**config.mk**
```make
export PLATFORM = sky130hd
export DESIGN_NAME = adrpc_ctrl
export DESIGN_NICKNAME = d
export VERILOG_FILES = /design/src/adrpc_pkg.sv /design/src/adrpc_sync_if.sv /design/src/adrpc_ctrl.sv /design/src/adrpc_sync.sv
export VERILOG_INCLUDE_DIRS = /design/src
export SDC_FILE = /design/constraint.sdc
export NUM_CORES = 1
export LEC_CHECK = 0
export ABC_AREA = 1
export CAP_MARGIN = 10
export CORE_AREA = 2 2 78 80
export CTS_CLUSTER_DIAMETER = 30
export DETAILED_ROUTE_END_ITERATION = 16
export DIE_AREA = 0 0 80 82
export DONT_BUFFER_PORTS = 1
export PLACE_DENSITY = 0.63
export SLEW_MARGIN = 20
export SYNTH_ARGS = -nofsm -noshare
export SYNTH_HDL_FRONTEND = slang
export SYNTH_SLANG_ARGS = --single-unit
```
**constraint.sdc**
```tcl
create_clock -name clk -period 1.5 [get_ports clk]
set_input_delay 0.225 -clock clk [delete_from_list [all_inputs] [get_ports clk]]
set_output_delay 0.225 -clock clk [all_outputs]
set_load 0.02 [all_outputs]
```
**src/adrpc_regs.svh**
```systemverilog
// Timing counts and sizes for the reset and power-down controller
`ifndef ADRPC_REGS_SVH
`define ADRPC_REGS_SVH

// Flip-flops in each synchroniser chain
`define ADRPC_SYNC_STAGES     2
// Words wiped by the memory clear after reset release
`define ADRPC_CLEAR_WORDS     1024
// Address width of the memory clear walk
`define ADRPC_CLEAR_AW        10
// Cycles spent loading default register values
`define ADRPC_DEFAULTS_CYCLES 16
// Reset value of the clear address
`define ADRPC_CLEAR_ADDR_RST  10'h000

`endif

```
**src/adrpc_pkg.sv**
```systemverilog
// Types shared by the reset and power-down controller
package adrpc_pkg;

    // Initialisation sequence after reset release
    typedef enum {
        ST_RESET,
        ST_CLEAR,
        ST_DEFAULTS,
        ST_RUN
    } adrpc_state_type;

endpackage

```
**src/adrpc_sync_if.sv**
```systemverilog
// Carrier for the synchronised reset and power-down levels
`timescale 1ns/1ps
`default_nettype none

interface adrpc_sync_if;
    logic rst_int;  // Internal reset, async assert, clocked release
    logic pdn_sync; // Power-down pin, active low, after two flops

    modport src (output rst_int, output pdn_sync);
    modport sink (input rst_int, input pdn_sync);
endinterface

`default_nettype wire

```
**src/adrpc_ctrl.sv**
```systemverilog
// Reset and power-down sequencer for the audio signal processor
`timescale 1ns/1ps
`default_nettype none

`include "adrpc_regs.svh"

// Overview of operation
// RL1 - Reset input acts asynchronously, restoring every internal part to defaults.
// RL2 - Reset is active low; device stays in reset while input is 0.
// RL3 - During reset the arithmetic core idles and controller initialisation starts.
// RL4 - System must supply a valid master clock when reset is released.
// RL5 - Internal supply regulators also reset the device at power turn-on.
// RL6 - Power-down input low stops all logic and every internal clock; the code freezes the walk and gates clocks_run, bus_accept and the write strobes.
// RL7 - Coefficient memory stays unchanged through the whole power-down cycle.
// RL8 - While reset is low, control and serial audio buses are ignored.
// RL9 - Reset release starts housekeeping: memory clear, then default values load.
// RL10 - After housekeeping the master port is enabled, slave port stays disabled.
// RL11 - Power-down keeps full internal state so operation resumes on release.
// RL12 - Reset release is synchronised to the master clock.
module adrpc_ctrl #(
    parameter int CLEAR_WORDS     = `ADRPC_CLEAR_WORDS,
    parameter int ADDR_W          = `ADRPC_CLEAR_AW,
    parameter int DEFAULTS_CYCLES = `ADRPC_DEFAULTS_CYCLES
) (
    // Master clock and power-on reset from the regulators
    input  wire logic              clk,
    input  wire logic              reset,
    // Pins from the system controller
    input  wire logic              device_reset_n,
    input  wire logic              power_down_n,
    // Core and embedded controller control
    output logic                   core_idle,
    output logic                   ctrl_init,
    output logic                   init_done,
    // Housekeeping
    output logic                   mem_clr_we,
    output logic [ADDR_W-1:0]      mem_clr_addr,
    output logic                   defaults_load,
    // Port enables
    output logic                   master_port_en,
    output logic                   slave_port_en,
    output logic                   bus_accept,
    // Clock and memory protection
    output logic                   clocks_run,
    output logic                   coef_wr_allow
);

    localparam int DEF_W = $clog2(DEFAULTS_CYCLES + 1);
    localparam logic [ADDR_W-1:0] CLR_LAST = ADDR_W'(CLEAR_WORDS - 1);
    localparam logic [DEF_W-1:0]  DEF_LAST = DEF_W'(DEFAULTS_CYCLES - 1);

    ////////////////////////////////////////////////////////////////////////////
    // Parameter check
    if (CLEAR_WORDS < 2 || CLEAR_WORDS > (1 << ADDR_W) || DEFAULTS_CYCLES < 1) begin : g_bad
        $error("adrpc_ctrl: CLEAR_WORDS or DEFAULTS_CYCLES out of range");
    end

    ////////////////////////////////////////////////////////////////////////////
    // Synchronisers
    adrpc_sync_if u_sb ();

    adrpc_sync u_sync (
        .clk            (clk),
        .reset          (reset),
        .device_reset_n (device_reset_n),
        .power_down_n   (power_down_n),
        .sb             (u_sb.src)
    );

    logic rst_int;
    logic pdn_s;
    logic freeze;

    assign rst_int = u_sb.rst_int;
    assign pdn_s   = u_sb.pdn_sync;
    // Power-down freezes the walk registers: the clocks are deemed stopped
    assign freeze  = ~pdn_s; // RL6 RL11

    ////////////////////////////////////////////////////////////////////////////
    // Sequencer state
    adrpc_pkg::adrpc_state_type state_r;
    adrpc_pkg::adrpc_state_type state_nxt;
    logic [ADDR_W-1:0]          clr_addr_r;
    logic [ADDR_W-1:0]          clr_addr_nxt;
    logic [DEF_W-1:0]           def_cnt_r;
    logic [DEF_W-1:0]           def_cnt_nxt;

    // Housekeeping walk; nothing advances while powered down
    always_comb begin
        state_nxt    = state_r;
        clr_addr_nxt = clr_addr_r;
        def_cnt_nxt  = def_cnt_r;
        if (!freeze) begin // RL11
            case (state_r)
                adrpc_pkg::ST_RESET: begin
                    state_nxt    = adrpc_pkg::ST_CLEAR; // RL9
                    clr_addr_nxt = '0;
                end
                adrpc_pkg::ST_CLEAR: begin
                    if (clr_addr_r == CLR_LAST) begin
                        state_nxt   = adrpc_pkg::ST_DEFAULTS; // RL9
                        def_cnt_nxt = '0;
                    end else begin
                        clr_addr_nxt = clr_addr_r + ADDR_W'(1);
                    end
                end
                adrpc_pkg::ST_DEFAULTS: begin
                    if (def_cnt_r == DEF_LAST) begin
                        state_nxt = adrpc_pkg::ST_RUN; // RL10
                    end else begin
                        def_cnt_nxt = def_cnt_r + DEF_W'(1);
                    end
                end
                adrpc_pkg::ST_RUN: begin
                    state_nxt = adrpc_pkg::ST_RUN;
                end
                default: begin
                    state_nxt = adrpc_pkg::ST_RESET;
                end
            endcase
        end
    end

    // Async reset returns the walk to its start
    always_ff @(posedge clk or posedge rst_int) begin
        if (rst_int) begin
            state_r    <= adrpc_pkg::ST_RESET; // RL1
            clr_addr_r <= ADDR_W'(`ADRPC_CLEAR_ADDR_RST); // Header value is 10 bits wide
            def_cnt_r  <= '0;
        end else begin
            state_r    <= state_nxt;
            clr_addr_r <= clr_addr_nxt;
            def_cnt_r  <= def_cnt_nxt;
        end
    end

    ////////////////////////////////////////////////////////////////////////////
    // Registered outputs
    logic core_idle_r,      core_idle_nxt;
    logic ctrl_init_r,      ctrl_init_nxt;
    logic init_done_r,      init_done_nxt;
    logic mem_clr_we_r,     mem_clr_we_nxt;
    logic defaults_load_r,  defaults_load_nxt;
    logic master_port_en_r, master_port_en_nxt;
    logic slave_port_en_r,  slave_port_en_nxt;
    logic bus_accept_r,     bus_accept_nxt;
    logic clocks_run_r,     clocks_run_nxt;
    logic coef_wr_allow_r,  coef_wr_allow_nxt;
    logic running;

    // Outputs follow the next state so they line up with the walk
    always_comb begin
        running            = (state_nxt == adrpc_pkg::ST_RUN);
        core_idle_nxt      = !running || freeze; // RL3
        ctrl_init_nxt      = !running; // RL3
        init_done_nxt      = running;
        mem_clr_we_nxt     = (state_nxt == adrpc_pkg::ST_CLEAR) && !freeze; // RL7 RL9
        defaults_load_nxt  = (state_nxt == adrpc_pkg::ST_DEFAULTS) && !freeze; // RL9
        master_port_en_nxt = running; // RL10
        slave_port_en_nxt  = 1'b0; // RL10
        bus_accept_nxt     = running && !freeze; // RL8
        clocks_run_nxt     = !freeze; // RL6
        coef_wr_allow_nxt  = running && !freeze; // RL7
    end

    // Reset values hold the core idle and the controller in init
    always_ff @(posedge clk or posedge rst_int) begin
        if (rst_int) begin
            core_idle_r      <= 1'b1; // RL3
            ctrl_init_r      <= 1'b1; // RL3
            init_done_r      <= 1'b0;
            mem_clr_we_r     <= 1'b0;
            defaults_load_r  <= 1'b0;
            master_port_en_r <= 1'b0;
            slave_port_en_r  <= 1'b0;
            bus_accept_r     <= 1'b0; // RL8
            clocks_run_r     <= 1'b1;
            coef_wr_allow_r  <= 1'b0;
        end else begin
            core_idle_r      <= core_idle_nxt;
            ctrl_init_r      <= ctrl_init_nxt;
            init_done_r      <= init_done_nxt;
            mem_clr_we_r     <= mem_clr_we_nxt;
            defaults_load_r  <= defaults_load_nxt;
            master_port_en_r <= master_port_en_nxt;
            slave_port_en_r  <= slave_port_en_nxt;
            bus_accept_r     <= bus_accept_nxt;
            clocks_run_r     <= clocks_run_nxt;
            coef_wr_allow_r  <= coef_wr_allow_nxt;
        end
    end

    assign core_idle      = core_idle_r;
    assign ctrl_init      = ctrl_init_r;
    assign init_done      = init_done_r;
    assign mem_clr_we     = mem_clr_we_r;
    assign mem_clr_addr   = clr_addr_r;
    assign defaults_load  = defaults_load_r;
    assign master_port_en = master_port_en_r;
    assign slave_port_en  = slave_port_en_r;
    assign bus_accept     = bus_accept_r;
    assign clocks_run     = clocks_run_r;
    assign coef_wr_allow  = coef_wr_allow_r;

    ////////////////////////////////////////////////////////////////////////////
    // Checks
    property p_idle_until_done;
        @(posedge clk) disable iff (rst_int)
        !init_done_r |-> core_idle_r && ctrl_init_r;
    endproperty
    a_idle_until_done: assert property (p_idle_until_done) // RL3
        else $error("core not idle before initialisation finished");

    // The edge that drops the internal reset still finds the walk held, so wait one more
    property p_release_starts_clear;
        @(posedge clk) disable iff (rst_int)
        !rst_int && state_r == adrpc_pkg::ST_RESET && pdn_s
            |=> state_r == adrpc_pkg::ST_CLEAR && mem_clr_we_r && clr_addr_r == '0;
    endproperty
    a_release_starts_clear: assert property (p_release_starts_clear) // RL9
        else $error("memory clear did not start after reset release");

    property p_clear_then_defaults;
        @(posedge clk) disable iff (rst_int)
        mem_clr_we_r && clr_addr_r == CLR_LAST && pdn_s |=> !mem_clr_we_r && defaults_load_r;
    endproperty
    a_clear_then_defaults: assert property (p_clear_then_defaults) // RL9
        else $error("default load did not follow the last cleared word");

    // The load strobe drops while frozen, so the phase itself is what must precede
    property p_ports_after_init;
        @(posedge clk) disable iff (rst_int)
        $rose(init_done_r) |-> master_port_en_r && !slave_port_en_r
            && $past(state_r == adrpc_pkg::ST_DEFAULTS);
    endproperty
    a_ports_after_init: assert property (p_ports_after_init) // RL10
        else $error("port enables wrong when initialisation completed");

    property p_buses_ignored;
        @(posedge clk) disable iff (rst_int)
        !init_done_r |-> !bus_accept_r && !master_port_en_r;
    endproperty
    a_buses_ignored: assert property (p_buses_ignored) // RL8
        else $error("bus accepted before initialisation finished");

    property p_clocks_stop;
        @(posedge clk) disable iff (rst_int)
        !pdn_s |=> !clocks_run_r && !bus_accept_r && core_idle_r;
    endproperty
    a_clocks_stop: assert property (p_clocks_stop) // RL6
        else $error("clocks still running during power-down");

    property p_coef_protected;
        @(posedge clk) disable iff (rst_int)
        !clocks_run_r |-> !coef_wr_allow_r && !mem_clr_we_r;
    endproperty
    a_coef_protected: assert property (p_coef_protected) // RL7
        else $error("memory write allowed during power-down");

    property p_state_kept;
        @(posedge clk) disable iff (rst_int)
        !pdn_s |=> $stable(state_r) && $stable(clr_addr_r) && $stable(def_cnt_r);
    endproperty
    a_state_kept: assert property (p_state_kept) // RL11
        else $error("internal state changed during power-down");

endmodule

`default_nettype wire

```
**src/adrpc_sync.sv**
```systemverilog
// Reset merge and synchronisers for the reset and power-down pins
`timescale 1ns/1ps
`default_nettype none

`include "adrpc_regs.svh"

module adrpc_sync (
    // Clock and power-on reset
    input  wire logic clk,
    input  wire logic reset,
    // Pins from the system controller
    input  wire logic device_reset_n,
    input  wire logic power_down_n,
    // Synchronised levels
    adrpc_sync_if.src sb
);

    localparam int STAGES = `ADRPC_SYNC_STAGES;

    logic              rst_any;
    logic [STAGES-1:0] rst_sync_r;
    logic [STAGES-1:0] rst_sync_nxt;
    logic [STAGES-1:0] pdn_sync_r;
    logic [STAGES-1:0] pdn_sync_nxt;

    ////////////////////////////////////////////////////////////////////////////
    // Either source of reset acts at once, no clock needed
    assign rst_any = reset | ~device_reset_n; // RL1 RL2 RL5

    // Shift chains; stage 0 feeds stage 1 only
    always_comb begin
        rst_sync_nxt = {rst_sync_r[STAGES-2:0], 1'b0};
        pdn_sync_nxt = {pdn_sync_r[STAGES-2:0], power_down_n};
    end

    // Release ripples out on clock edges so sequencing starts cleanly
    always_ff @(posedge clk or posedge rst_any) begin
        if (rst_any) begin
            rst_sync_r <= '1; // RL12
            pdn_sync_r <= '1;
        end else begin
            rst_sync_r <= rst_sync_nxt;
            pdn_sync_r <= pdn_sync_nxt;
        end
    end

    assign sb.rst_int  = rst_sync_r[STAGES-1];
    assign sb.pdn_sync = pdn_sync_r[STAGES-1];

    ////////////////////////////////////////////////////////////////////////////
    // Checks
    property p_reset_pin_async;
        @(posedge clk) disable iff (reset)
        !device_reset_n |-> sb.rst_int;
    endproperty
    a_reset_pin_async: assert property (p_reset_pin_async) // RL1
        else $error("reset pin low but internal reset not asserted");

    property p_release_synced;
        @(posedge clk) disable iff (reset)
        $fell(sb.rst_int) |-> $past(device_reset_n) && $past(device_reset_n, 2);
    endproperty
    a_release_synced: assert property (p_release_synced) // RL12
        else $error("internal reset released without two clean edges");

endmodule

`default_nettype wire

```
Yosys cells after proc, flatten, opt, wreduce, memory -nomap -nowiden
Cells that the tools add are included.
- flip-flop bits (word level): 58
- $add $sub $neg: 2
- equal/unequal tests: 11
- mux-type cells: 9
- bitwise gates (word level): 3
- reduce and logical (&&, ||, !) cells: 10
- operators by type and width (operator ; number):
    $pmux 32 s4 ; 1
    $eq 32x2->1 const B ; 3
    $mux 32 ; 3
    $eq 32x3->1 const B ; 2
    $eq 32x1->1 const B ; 1
    $logic_not 32->1 ; 1
    $pmux 10 s2 ; 1
    $add 10x1->10 const B ; 1
    $eq 10x10->1 const B ; 1
    $mux 10 ; 1
    $mux 5 ; 2
    $pmux 5 s2 ; 1
    $ne 2x2->1 const B ; 3
    $add 5x1->5 const B ; 1
    $eq 5x4->1 const B ; 1
    $reduce_and 4->1 ; 1
    $reduce_bool 2->1 ; 2
    $logic_and 1x1->1 ; 3
    $reduce_and 3->1 ; 1
    $not 1->1 ; 2
    $logic_not 1->1 ; 1
    $logic_or 1x1->1 ; 1
    $or 1x1->1 ; 1

Depth between registers and ports, before layout
Gate-level depths: netlist (run 1).
- depth after elaboration: 7
- depth in mapped cells: 14
- mapped depth without buffers: 14

Cells and area by module
Synthesis (run 1) repeated with hierarchy kept, for this count alone.
- cells, all modules: 299
- area total of the unflattened synthesis: 2701.3 µm²
- by module, submodules not included (module ; times used ; cells each ; area each (µm²) ; seq. area each (µm²)):
    adrpc_ctrl ; 1 ; 292 ; 2582.5 ; 1355.0
    adrpc_sync ; 1 ; 7 ; 118.9 ; 105.1

Worst setup path before layout (run 1)
Ideal clock, no wire load.
- path type: flip-flop to flip-flop
- start point: register clr_addr_r[0], in the netlist mem_clr_addr[0]
- end point: register clr_addr_r[6], in the netlist mem_clr_addr[6]
- library setup time: 0.119 ns
- arrival: 1.704 ns
- required time: 1.381 ns
- slack: -0.323 ns
- cell stages (with the launch flop): 13
- cell sequence: dfrtp_1 > ha_1 > inv_1 > nor2_2 > nand2_1 > nor2_2 > nand3b_4 > o21ai_4 > nand2_8 > inv_4 > nand3b_2 > xor2_1 > nor2_2
- word-level cells in the longest chain between the ends: 3
- elaborated cells between the ends (all ways): 6
- RTL lines (element ; line ; RTL):
    from (decl) ; adrpc_ctrl.sv:83 ; logic [ADDR_W-1:0] clr_addr_r;
    from (signal assigned) ; adrpc_ctrl.sv:128 ; clr_addr_r <= ADDR_W'(`ADRPC_CLEAR_ADDR_RST);
    from (signal assigned) ; adrpc_ctrl.sv:132 ; clr_addr_r <= clr_addr_nxt;
    $add 10x1->10 or $eq 10x10->1 (tied branches) ; adrpc_ctrl.sv:104, adrpc_ctrl.sv:100 ;
    $mux 10 or $ne 2x2->1 (tied branches) ; n/a ;
    $pmux 10 s2 or $reduce_and 3->1 (tied branches) ; n/a ;
Parallel ways exist; a longest one is shown, timed or not. The select of a mux whose other input is x is not followed.
A chain may end at the register's enable or synchronous reset.

Final worst setup path (run 1)
- start point: register state_r[8]
- end point: register clr_addr_r[6], in the netlist mem_clr_addr[6]
- word-level cells in the longest chain between the ends: 3
- elaborated cells between the ends (all ways): 6
- RTL lines (element ; line ; RTL):
    from (decl) ; adrpc_ctrl.sv:81 ; adrpc_pkg::adrpc_state_type state_r;
    from (signal assigned) ; adrpc_ctrl.sv:127 ; state_r <= adrpc_pkg::ST_RESET;
    from (signal assigned) ; adrpc_ctrl.sv:131 ; state_r <= state_nxt;
    $eq 32x1->1 or $logic_not 32->1 (tied branches) ; adrpc_ctrl.sv:94 ; case (state_r)
    $ne 2x2->1 (no source line) or $reduce_bool 2->1 (tied branches) ; n/a ;
    $reduce_and 3->1 (no source line) ; n/a ;
Parallel ways exist; a longest one is shown, timed or not.

==> results by group, run 1 <==
Status
  – Run status: finished with violations
  – Failing checks: setup timing

Clock network
  – Root buf cell: clkbuf_8
  – Clock-pin transition on the worst setup and hold timing paths: 0.07 ns
  – CTS tree: done
  – TritonCTS Sinks: 58
  – Worst-Skew Late Latency: 0.33 ns
  – Total CTS buffers: 9
  – Clock Tree Buf Depth: 2
  – H-Tree Level Count: 3

Timing
  – Fmax: 566 MHz
  – Clock Skews: 0.00750 ns
  – Setup ws final: -0.266 ns
  – Hold WS: 0.0132 ns
  – RSZ-0062 raised after global routing: yes
  – Minimum clock period: 1.77 ns
  – Final Hold Vio Count: 0
  – Final setup viols: 21
  – Fin. max-slew vios: 0
  – TNS Setup: -4.11 ns
  – Final period utilization: 118%

Logic synthesis
  – Post-Synth Simple-Gate Area: 26.9%
  – Synth area leader: dfrtp_1
  – Compound-cell area share of the yosys netlist: 5.11%
  – Commonest cells in the netlist: nor2_1, inv_1, dfrtp_1, nand2_1, nand3_1
  – Yosys warning count: 0
  – Largest family of logic cells by synthesized area: simple AND/OR/NAND/NOR gates
  – Post-Syn Area: 0.00269 mm²
  – Largest cells by area after synthesis: dfrtp_1, nor2_1, inv_1, dfstp_2, nand2_1
  – Cells after Synth: 298
  – Seq/Total Area, Yosys: 54.2%
  – Post-Synth Adder-Cell Area: 1.39%
  – Post-synth EDFFs: 0
  – Post-synthesis xor/xnor area fraction: 1.63%
  – Most numerous cell in the Yosys netlist: nor2_1
  – Mux contribution to synthesized area: 0.372%
  – Most common flop cell mapped by yosys: dfrtp_1
  – Synth top area share: 47.4%
  – Register bit total from synthesis: 58
  – Ys async rst share: 100%
  – Unique masters post-synth: 41
  – Mean area per synthesized cell: 9.04 µm²

GRT
  – Total global-route track usage: 18.5%
  – Vias in the first global route: 1992
  – Grt ovf: 0
  – Pin count of the biggest net entering global routing: 28
  – Initial antenna violation count: 0
  – Global-route wire length before repair: 9.00 mm

Die
  – Initial Utilization: 46.9%
  – Die ar.: 0.00656 mm²
  – Row cnt: 28
  – Core ar.: 0.00575 mm²
  – Die Y: 82 µm
  – Die Width: 80 µm
  – # IOs: 24

Critical path
  – CP Data Required Time: 1.77 ns
  – CP arrival: 2.04 ns
  – Worst path max stage delay: 0.39 ns
  – Crit-path slowest cell: dfrtp_1
  – Worst Setup End Kind: flop
  – CP Launch Type: flop
  – Worst-path maximum fanout: 5
  – Critical path type: reg2reg
  – Crit path cell chain: nor2_2, nand4_1, nor2_4, nand3b_4, o21ai_4, nand2_8, inv_6, nand3b_2, xor2_2, nor2_2
  – Most common cell on crit path: nor2_2

Placed design
  – Dpl hpwl: 3.74 mm
  – Routability cong.: 0.769
  – Dpl ws: -0.319 ns
  – # port buffers: 0

Finish
  – Layout cell share with drive strength beyond 1: 37.4%
  – Fill count: 479
  – Syn-to-layout area delta: 32.1%
  – ANT cells: 0
  – Post-layout nets: 368

Pwr
  – Leak: 1.73 nW
  – Final Power: 5.00 mW
  – PwrDens: 1400 mW/mm²
  – VDD IR max: 0.644 mV

Detailed routing
  – Via count: 2051
  – Average wire per standard cell: 12.3 µm
  – DRT iter0 DRCs: 86
  – Final WL: 5.43 mm
  – Post-route DRC: 0
  – Router iterations before antenna repair: 4
  – Vias per cell: 4.65
  – Antenna violation net count after detailed routing: 0

Flow run
  – Max-cap violations: 0

Worst hold path
  – Worst hold path class: in2async
-- cells in the final DEF, fill, tap and decap left out, types with 2 or more instances in the layout --
cell      instances
dfrtp_1          49
buf_4            51
nor2_1           55
a21oi_1           3
nor3_4            2
inv_2             4
nor4_1            4
nand3_4           2
nand4_1           2
buf_6             4
clkbuf_1          3
inv_4             2
nor2_4            8
nand2_1          30
o21ai_1           4
dfrtp_2           2
nor2_2            9
ha_2              2
a41oi_1           4
conb_1            2
inv_1            50
dfstp_2           7
nor3_1            3
nand3_2           4
nand3_1          10
o31ai_2           2
nand2_2           7
clkbuf_8         11
o21ai_2           3
xor2_1            4
nand2_4           3
-- report_power, final --
part	internal [mW]	leakage, nW	switching [mW]
logic	0.717	0.857	0.884
registers	1.75	0.772	0.193
clock network	0.858	0.101	0.593
-- per-stage QoR --
| step | util (%) | cell area (µm²) | std cells |
|---|---|---|---|
| after floorplan | - | 2720 | 299 |
| after global placement | 54.3 | 3120 | 413 |
| after detailed placement | 54.3 | 3120 | 413 |
| after CTS | 59.6 | 3430 | 436 |
| after global routing | 61.9 | 3560 | 441 |
| final | 61.9 | 3560 | 441 |
-- final timing paths --
check | start | end | slack, ns | cells past startpoint
max in group asynchronous | u_sync.rst_sync_r[1] | ctrl_init | 0.71 | 2
setup / recovery | state_r[8] | mem_clr_addr[6] | -0.27 | 10
hold / removal | reset | u_sync.rst_sync_r[0] | 0.01 | 1
hold reg to reg | u_sync.rst_sync_r[1] | state_r[24] | 0.26 | 1
setup reg to reg | state_r[8] | mem_clr_addr[6] | -0.27 | 10
min in group clk | u_sync.rst_sync_r[0] | u_sync.rst_sync_r[1] | 0.36 | 0
-- state kept, by name, summed over array words and instances, names as in the netlist, 2 cells and up --
name and flops:
state_r 32, mem_clr_addr 10, def_cnt_r 5, u_sync.pdn_sync_r 2, u_sync.rst_sync_r 2
-- critical path: cells and delay by family (launching register included) --
family	cells	cell delay, ns
compound gates	1	0.12
flops	1	0.39
xor+xnor	1	0.16
buf+inv	1	0.09
simple gates	7	0.94
-- cell families after synthesis --
kind of cell	count (synthesis)
buffers and inverters	66
other	1
DFF	58
and+or+nand+nor	144
xor gates and xnor gates	5
adders and majority gates	3
AOI/OAI and AO/OA	20
muxes	1
-- cell type report --
class / instances / area, µm² / share of cell area (%)
flip-flops and latches: 58 / 1460 / 41.1
multi-input cells: 176 / 1110 / 31.1
repair buffers: 57 / 458 / 12.9
inverters: 59 / 240 / 6.75
clock buffers: 14 / 163 / 4.57
well taps: 75 / 93.8 / 2.64
clock inverters: 2 / 35.0 / 0.985
-- routing by layer --
metal | vias to the layer above | part of all wire, % | track usage, %
met3 | 15 | 3.1 | 4.62
met2 | 27 | 49 | 29.8
met4 | 0 | 2.4 | 11.9
met1 | 970 | 45 | 22.0
met5 | - | 0 | 0
li1 | 1039 | - | -
-- repair_timing --
action	4_1_cts	5_1_grt
gates resized for setup	14	27
setup endpoints to repair	21	23
hold buffers	1	0
setup buffers	5	5
hold endpoints to repair	1	0
cloned	1	0
pin swaps	6	11
(Power assumes the default switching activity.)
==> run 2: changes to the inputs <==
--- a/config.mk
+++ b/config.mk
@@ -6,14 +6,13 @@
 export SDC_FILE = /design/constraint.sdc
 export NUM_CORES = 1
 export LEC_CHECK = 0
-export ABC_AREA = 1
 export CAP_MARGIN = 10
-export CORE_AREA = 2 2 78 80
+export CORE_AREA = 2 2 69 71
 export CTS_CLUSTER_DIAMETER = 30
 export DETAILED_ROUTE_END_ITERATION = 16
-export DIE_AREA = 0 0 80 82
+export DIE_AREA = 0 0 71 73
 export DONT_BUFFER_PORTS = 1
-export PLACE_DENSITY = 0.63
+export PLACE_DENSITY = 0.72
 export SLEW_MARGIN = 20
 export SYNTH_ARGS = -nofsm -noshare
 export SYNTH_HDL_FRONTEND = slang
==> run 2 against run 1 <==
  * The flow still finishes with violations (setup timing)
  * Area after synthesis is 10% lower
  * Via count is 12% lower
  * Non-clock buffer count stayed put
  * Register-to-register slack worse by 0.37 ns
  * Total power is 32% lower
  * Final area is 6.3% lower
  * Synthesized cell count is 29% lower
  * Core utilization is 12 points higher
  * Hold slack better by 0.010 ns
==> results by group, run 2 <==
Logic synthesis
  – Most common flop cell mapped by yosys: dfrtp_1
  – Unique masters post-synth: 37 (-9.8%)
  – Post-synth EDFFs: 0 (unchanged)
  – Synth top area share: 52.8% (+5.5 points)
  – Post-Syn Area: 0.00241 mm² (-10%)
  – Cells after Synth: 213 (-29%)
  – Yosys warning count: 0 (unchanged)
  – Largest cells by area after synthesis: dfrtp_1, and2_1, dfstp_2, nand2_1, a21oi_1
  – Ys async rst share: 100% (unchanged)
  – Synth area leader: dfrtp_1
  – Commonest cells in the netlist: dfrtp_1, and2_1, nand2_1
  – Most numerous cell in the Yosys netlist: dfrtp_1
  – Mean area per synthesized cell: 11.3 µm² (+25%)
  – Seq/Total Area, Yosys: 60.5% (+6.3 points)
  – Register bit total from synthesis: 58 (unchanged)

Clock network
  – Root buf cell: clkbuf_8
  – Clock-pin transition on the worst setup and hold timing paths: 0.07 ns (about the same)
  – TritonCTS Sinks: 58 (unchanged)
  – Total CTS buffers: 9 (unchanged)
  – H-Tree Level Count: 3 (unchanged)
  – Clock Tree Buf Depth: 2 (unchanged)
  – Worst-Skew Late Latency: 0.34 ns (about the same)
  – CTS tree: done

Pwr
  – Leak: 1.63 nW (-5.7%)
  – VDD IR max: 0.640 mV (-0.65%)
  – PwrDens: 1020 mW/mm² (-27%)

GRT
  – GR Util met2: 35.2% (+5.4 points)
  – Initial antenna violation count: 0 (unchanged)
  – Vias in the first global route: 1762 (-12%)
  – Met3 Usage GRT: 5.52% (+0.91 points)
  – Global-route wire length before repair: 8.46 mm (-6.1%)
  – Busiest grt layer: met2
  – GRT met1 Usage: 27.4% (+5.4 points)
  – Total global-route track usage: 21.7% (+3.3 points)
  – Grt ovf: 0 (unchanged)
  – Pin count of the biggest net entering global routing: 27 (-3.6%)

Critical path
  – Reg2reg path depth: 5 (-5)
  – CP Launch Type: flop
  – CP Data Required Time: 1.72 ns (-0.05 ns)
  – Crit path cell chain: or4_4, nor2_4, nand4_4, or4_4, a211o_1
  – CP arrival: 2.36 ns (+0.32 ns)
  – Critical R2R Capture: mem_clr_addr[4]
  – Crit-path slowest cell: or4_4
  – Worst-path maximum fanout: 5 (unchanged)
  – Reg2reg start: state_r[13]
  – Most common cell on crit path: or4_4
  – Critical path type: reg2reg
  – Reg2reg setup slack: -0.64 ns (-0.37 ns)
  – Worst Setup End Kind: flop
  – Worst path max stage delay: 0.55 ns (+0.16 ns)

Detailed routing
  – Vias per cell: 5.41 (+16%)
  – Average wire per standard cell: 16.7 µm (+35%)
  – Via count: 1796 (-12%)
  – Final WL: 5.54 mm (+2.0%)
  – Antenna violation net count after detailed routing: 0 (unchanged)
  – Router iterations before antenna repair: 4 (unchanged)
  – Post-route DRC: 0 (unchanged)
  – DRT iter0 DRCs: 153 (+78%)

Flow run
  – Max-cap violations: 0 (unchanged)

Die
  – Row cnt: 25 (-11%)
  – Die Y: 73 µm (-11%)
  – Initial Utilization: 53.2% (+6.4 points)
  – # IOs: 24 (unchanged)
  – Die ar.: 0.00518 mm² (-21%)
  – Die Width: 71 µm (-11%)
  – Core ar.: 0.00454 mm² (-21%)

Status
  – Failing checks: setup timing
  – Run status: finished with violations

Finish
  – Commonest non-fill, non-tap cell in the layout: dfrtp_1
  – Most frequent cells in the layout: dfrtp_1, buf_4, and2_1
  – Post-layout nets: 280 (-24%)
  – Syn-to-layout area delta: 38.1%
  – Number of flip-flops in the largest register: 32 (unchanged)
  – Post-route cell area: 0.00333 mm² (-6.3%)
  – Top reg by flops: state_r
  – Layout cell share with drive strength beyond 1: 41.0% (+3.6 points)
  – ANT cells: 0 (unchanged)

Timing
  – Final setup viols: 52 (+150%)
  – TNS Setup: -27.59 ns (-23.48 ns)
  – Setup ws final: -0.639 ns (-0.373 ns)
  – Final period utilization: 143% (+25 points)
  – Clock Skews: 0.0105 ns (+0.00296 ns)
  – Fin. max-slew vios: 0 (unchanged)
  – Fmax: 468 MHz (-17%)
  – Minimum clock period: 2.14 ns (+0.373 ns)
  – Final Hold Vio Count: 0 (unchanged)
  – RSZ-0062 raised after global routing: yes

Placed design
  – # port buffers: 0 (unchanged)
  – Dpl hpwl: 3.20 mm (-15%)
  – Routability cong.: 0.872 (+14%)
  – Placed cell area: 0.00282 mm² (-9.8%)

Worst hold path
  – Worst hold path class: in2async
run 2: changes by cell type in the layout (fill, tap and decap cells not counted), sizes merged, moves of 4 or more:
cell,delta
and2,+30
nand2,-27
a21o,+6
a41oi,-4
or3,+5
or4,+6
nor2,-64
xor2,-5
nand3,-8
a21oi,+6
inv,-49
run 2: metrics by stage:
step	power, mW	utilization [%]	cells	setup slack [ns]	hold WS, ns
finish	3.40	73.5	332	-0.639	0.0234
CTS	3.40	70.5	327	-0.640	0.0104
detailed placement	1.70	62.1	305	-0.769	0.230
global placement	1.69	62.1	305	-0.735	0.230
floorplan	1.67	-	214	-0.717	0.229
global route	3.48	73.5	332	-0.694	0.0647
run 2: cell type report:
cell class	instances	area, µm²
inverters	9	37.5
fillers	302	1200
multi-input cells	138	1000
clock buffers	12	165
repair buffers	57	529
flip-flops and latches	58	1460
well taps	54	67.6
clock inverters	4	72.6
run 2: kinds of logic (layout without fill, tap and decap cells):
group	after synthesis	after routing	synth area share, %
AOI/OAI and AO/OA	32	32	8.24
muxes	2	2	1.04
buffers and inverters	18	82	3.42
adders and majority gates	3	3	1.55
and+or+nand+nor	99	99	25.1
other	1	2	0.155
DFF	58	58	60.5
run 2: timing repair:
item / CTS / global route
resized for setup: 17 / 21
setup buffers: 4 / 4
endpoints found under the hold margin: 1 / 0
hold buffers: 1 / 0
pin swaps: 8 / 8
cloned: 1 / 2
setup endpoints to repair: 53 / 53
run 2: worst max-delay path, delay by kind of cell (launching register included):
family	cells	cell delay (ns)
flip-flops	1	0.37
AND/OR/NAND/NOR	4	1.34
AO/OA/AOI/OAI	1	0.32
run 2: worst max path at each step:
stage | start | end | slack, ns | cells past startpoint
finish | state_r[13] | mem_clr_addr[4] | -0.64 | 5
global route | state_r[13] | mem_clr_addr[2] | -0.69 | 6
CTS | state_r[12] | mem_clr_addr[2] | -0.64 | 6
detailed placement | state_r[12] | mem_clr_addr[2] | -0.77 | 6
global placement | state_r[12] | mem_clr_addr[6] | -0.74 | 6
floorplan | state_r[12] | mem_clr_addr[0] | -0.72 | 6
run 2: routing by layer:
layer	share of wire, %	vias up	routed length, µm
li1	-	856	-
met1	43	889	2390
met2	51	38	2850
met3	3.6	13	198
met4	1.8	0	102
met5	0	-	0
run 2: power by group:
group | internal, mW | total (mW) | leakage [nW] | switching (mW)
Clock | 1.07 | 1.70 | 0.119 | 0.628
Combinational | 0.0443 | 0.108 | 0.791 | 0.0639
Sequential | 1.58 | 1.59 | 0.721 | 0.0115
==> run 3: changes to the inputs <==
--- a/config.mk
+++ b/config.mk
@@ -7,12 +7,12 @@
 export NUM_CORES = 1
 export LEC_CHECK = 0
 export CAP_MARGIN = 10
-export CORE_AREA = 2 2 69 71
+export CORE_AREA = 2 2 87 89
 export CTS_CLUSTER_DIAMETER = 30
 export DETAILED_ROUTE_END_ITERATION = 16
-export DIE_AREA = 0 0 71 73
+export DIE_AREA = 0 0 89 91
 export DONT_BUFFER_PORTS = 1
-export PLACE_DENSITY = 0.72
+export PLACE_DENSITY = 0.48
 export SLEW_MARGIN = 20
 export SYNTH_ARGS = -nofsm -noshare
 export SYNTH_HDL_FRONTEND = slang
==> run 3 against run 2 <==
  * The run still ends with setup timing left
  * Sequential power barely moved
  * Non-clock buffer count fell by 4
  * Die area rose by 56%
  * Total power down 6.1%
  * Core utilization fell by 27 points
  * Clock-buffer cell count is 2 higher
  * Register-to-register slack about the same
  * Fmax shrank 0.38%
  * Via count down 4.5%
  * Combinational power is 5% lower
  * Clock power down 12%
  * Flip-flop and latch count did not move
  * Critical path type unchanged
  * Critical endpoint unchanged
  * Largest power group is now sequential cells
==> results by group, run 3 (synthesis gave the netlist of run 2 again) <==
Detailed routing
  – Post-route DRC: 0 (unchanged)
  – Average wire per standard cell: 13.9 µm (-17%)
  – Router iterations before antenna repair: 4 (unchanged)
  – Via count: 1715 (-4.5%)
  – DRT iter0 DRCs: 52 (-66%)
  – Final WL: 5.18 mm (-6.4%)
  – Vias per cell: 4.60 (-15%)
  – Met3 wire len: 199 µm (+0.51%)
  – Top sig layer: met4
  – Metal-1 WL: 2.35 mm (-1.4%)
  – Antenna violation net count after detailed routing: 0 (unchanged)
  – Met2 Wirelength: 2.52 mm (-12%)

Finish
  – Commonest non-fill, non-tap cell in the layout: dfrtp_1
  – ANT cells: 0 (unchanged)
  – Number of flip-flops in the largest register: 32 (unchanged)
  – Most frequent cells in the layout: dfrtp_1, buf_4, and2_1
  – Syn-to-layout area delta: 37.0%
  – Fill count: 679 (+120%)
  – Top reg by flops: state_r
  – Layout cell share with drive strength beyond 1: 36.9% (-4.1 points)
  – Post-layout nets: 276 (-1.4%)

Pwr
  – VDD IR max: 0.399 mV (-38%)
  – Leak: 1.59 nW (-2.8%)
  – Final Power: 3.19 mW (-6.1%)
  – PwrDens: 964 mW/mm² (-5.4%)

Flow run
  – Max-cap violations: 0 (unchanged)

Status
  – Failing checks: setup timing
  – Run status: finished with violations

Critical path
  – CP Data Required Time: 1.71 ns (about the same)
  – CP Launch Type: flop
  – CP arrival: 2.36 ns (about the same)
  – Critical path type: reg2reg
  – Worst Setup End Kind: flop
  – Reg2reg setup slack: -0.65 ns (about the same)
  – Worst-path maximum fanout: 5 (unchanged)

Die
  – # IOs: 24 (unchanged)
  – Die Width: 89 µm (+25%)
  – Die Y: 91 µm (+25%)
  – Die ar.: 0.00810 mm² (+56%)
  – Core ar.: 0.00714 mm² (+57%)
  – Row cnt: 31 (+24%)
  – Initial Utilization: 33.8% (-19 points)

Timing
  – TNS Setup: -27.58 ns (+0.0137 ns)
  – Final setup viols: 52 (unchanged)
  – Clock Skews: 0.0107 ns (+0.000230 ns)
  – RSZ-0062 raised after global routing: yes
  – Final period utilization: 143% (+0.54 points)
  – Fin. max-slew vios: 0 (unchanged)
  – Fmax: 466 MHz (-0.38%)
  – Setup ws final: -0.647 ns (-0.00814 ns)
  – Minimum clock period: 2.15 ns (+0.00814 ns)
  – Final Hold Vio Count: 0 (unchanged)

Clock network
  – Clock-pin transition on the worst setup and hold timing paths: 0.06 ns (about the same)
  – Clock Tree Buf Depth: 2 (unchanged)
  – Total CTS buffers: 9 (unchanged)
  – Root buf cell: clkbuf_8
  – TritonCTS Sinks: 58 (unchanged)
  – H-Tree Level Count: 3 (unchanged)
  – CTS tree: done
  – Worst-Skew Late Latency: 0.34 ns (about the same)

Placed design
  – # port buffers: 0 (unchanged)
  – Routability cong.: 0.778 (-11%)
  – Dpl hpwl: 3.40 mm (+6.4%)

GRT
  – Pin count of the biggest net entering global routing: 41 (+52%)
  – Global-route wire length before repair: 8.49 mm (+0.33%)
  – Vias in the first global route: 1677 (-4.8%)
  – Total global-route track usage: 14.0% (-7.7 points)
  – Initial antenna violation count: 0 (unchanged)
  – Grt ovf: 0 (unchanged)

Worst hold path
  – Worst hold path class: in2async
run 3: worst max-delay path, stage by stage (launching register included):
cell and delay [ns]:
dfrtp_1 0.38, or4_4 0.56, nor2_4 0.13, nand4_4 0.10, or4_4 0.55, a211o_1 0.32
run 3: metal layers:
metal,vias to the layer above,global-route usage [%]
li1,850,-
met1,834,18.0
met2,22,21.1
met3,9,5.55
met4,0,5.60
met5,-,0
run 3: layout make-up:
type,instances,area [µm²],area share [%]
sequential,58,1460,44.1
inverter,9,37.5,1.13
multi-input combinational,138,993,30.0
tap,99,124,3.74
clock buffer,14,173,5.22
timing repair buffer,53,485,14.7
clock inverter,2,35.0,1.06
run 3: path summary, 6_finish.rpt:
check,from,end,cells past startpoint
max in group asynchronous,u_sync.rst_sync_r[1],mem_clr_addr[4],2
min reg2reg,u_sync.rst_sync_r[1],def_cnt_r[1],1
min in group clk,u_sync.rst_sync_r[0],u_sync.rst_sync_r[1],0
max reg2reg,state_r[8],mem_clr_addr[4],5
min,reset,u_sync.rst_sync_r[0],1
max,state_r[8],mem_clr_addr[4],5
run 3: what timing repair did:
item	4_1_cts	5_1_grt
setup endpoints to repair	53	53
endpoints found under the hold margin	1	0
cloned	1	1
buffers inserted	4	3
hold buffers	1	0
pin swaps	6	5
resized for setup	21	13
run 3: stage by stage:
step	area [µm²]	setup WS [ns]	util [%]	cells	hold WS, ns
final	3310	-0.647	46.4	373	0.0147
after global routing	3310	-0.700	46.4	373	0.0441
after CTS	3210	-0.656	45.0	369	0.0129
after detailed placement	2850	-0.760	39.9	347	0.230
after global placement	2850	-0.771	39.9	347	0.230
after floorplan	2430	-0.717	-	214	0.229
run 3: power by group:
group	internal, mW	switching, mW
logic	0.0413	0.0618
clock network	0.902	0.592
registers	1.58	0.0116
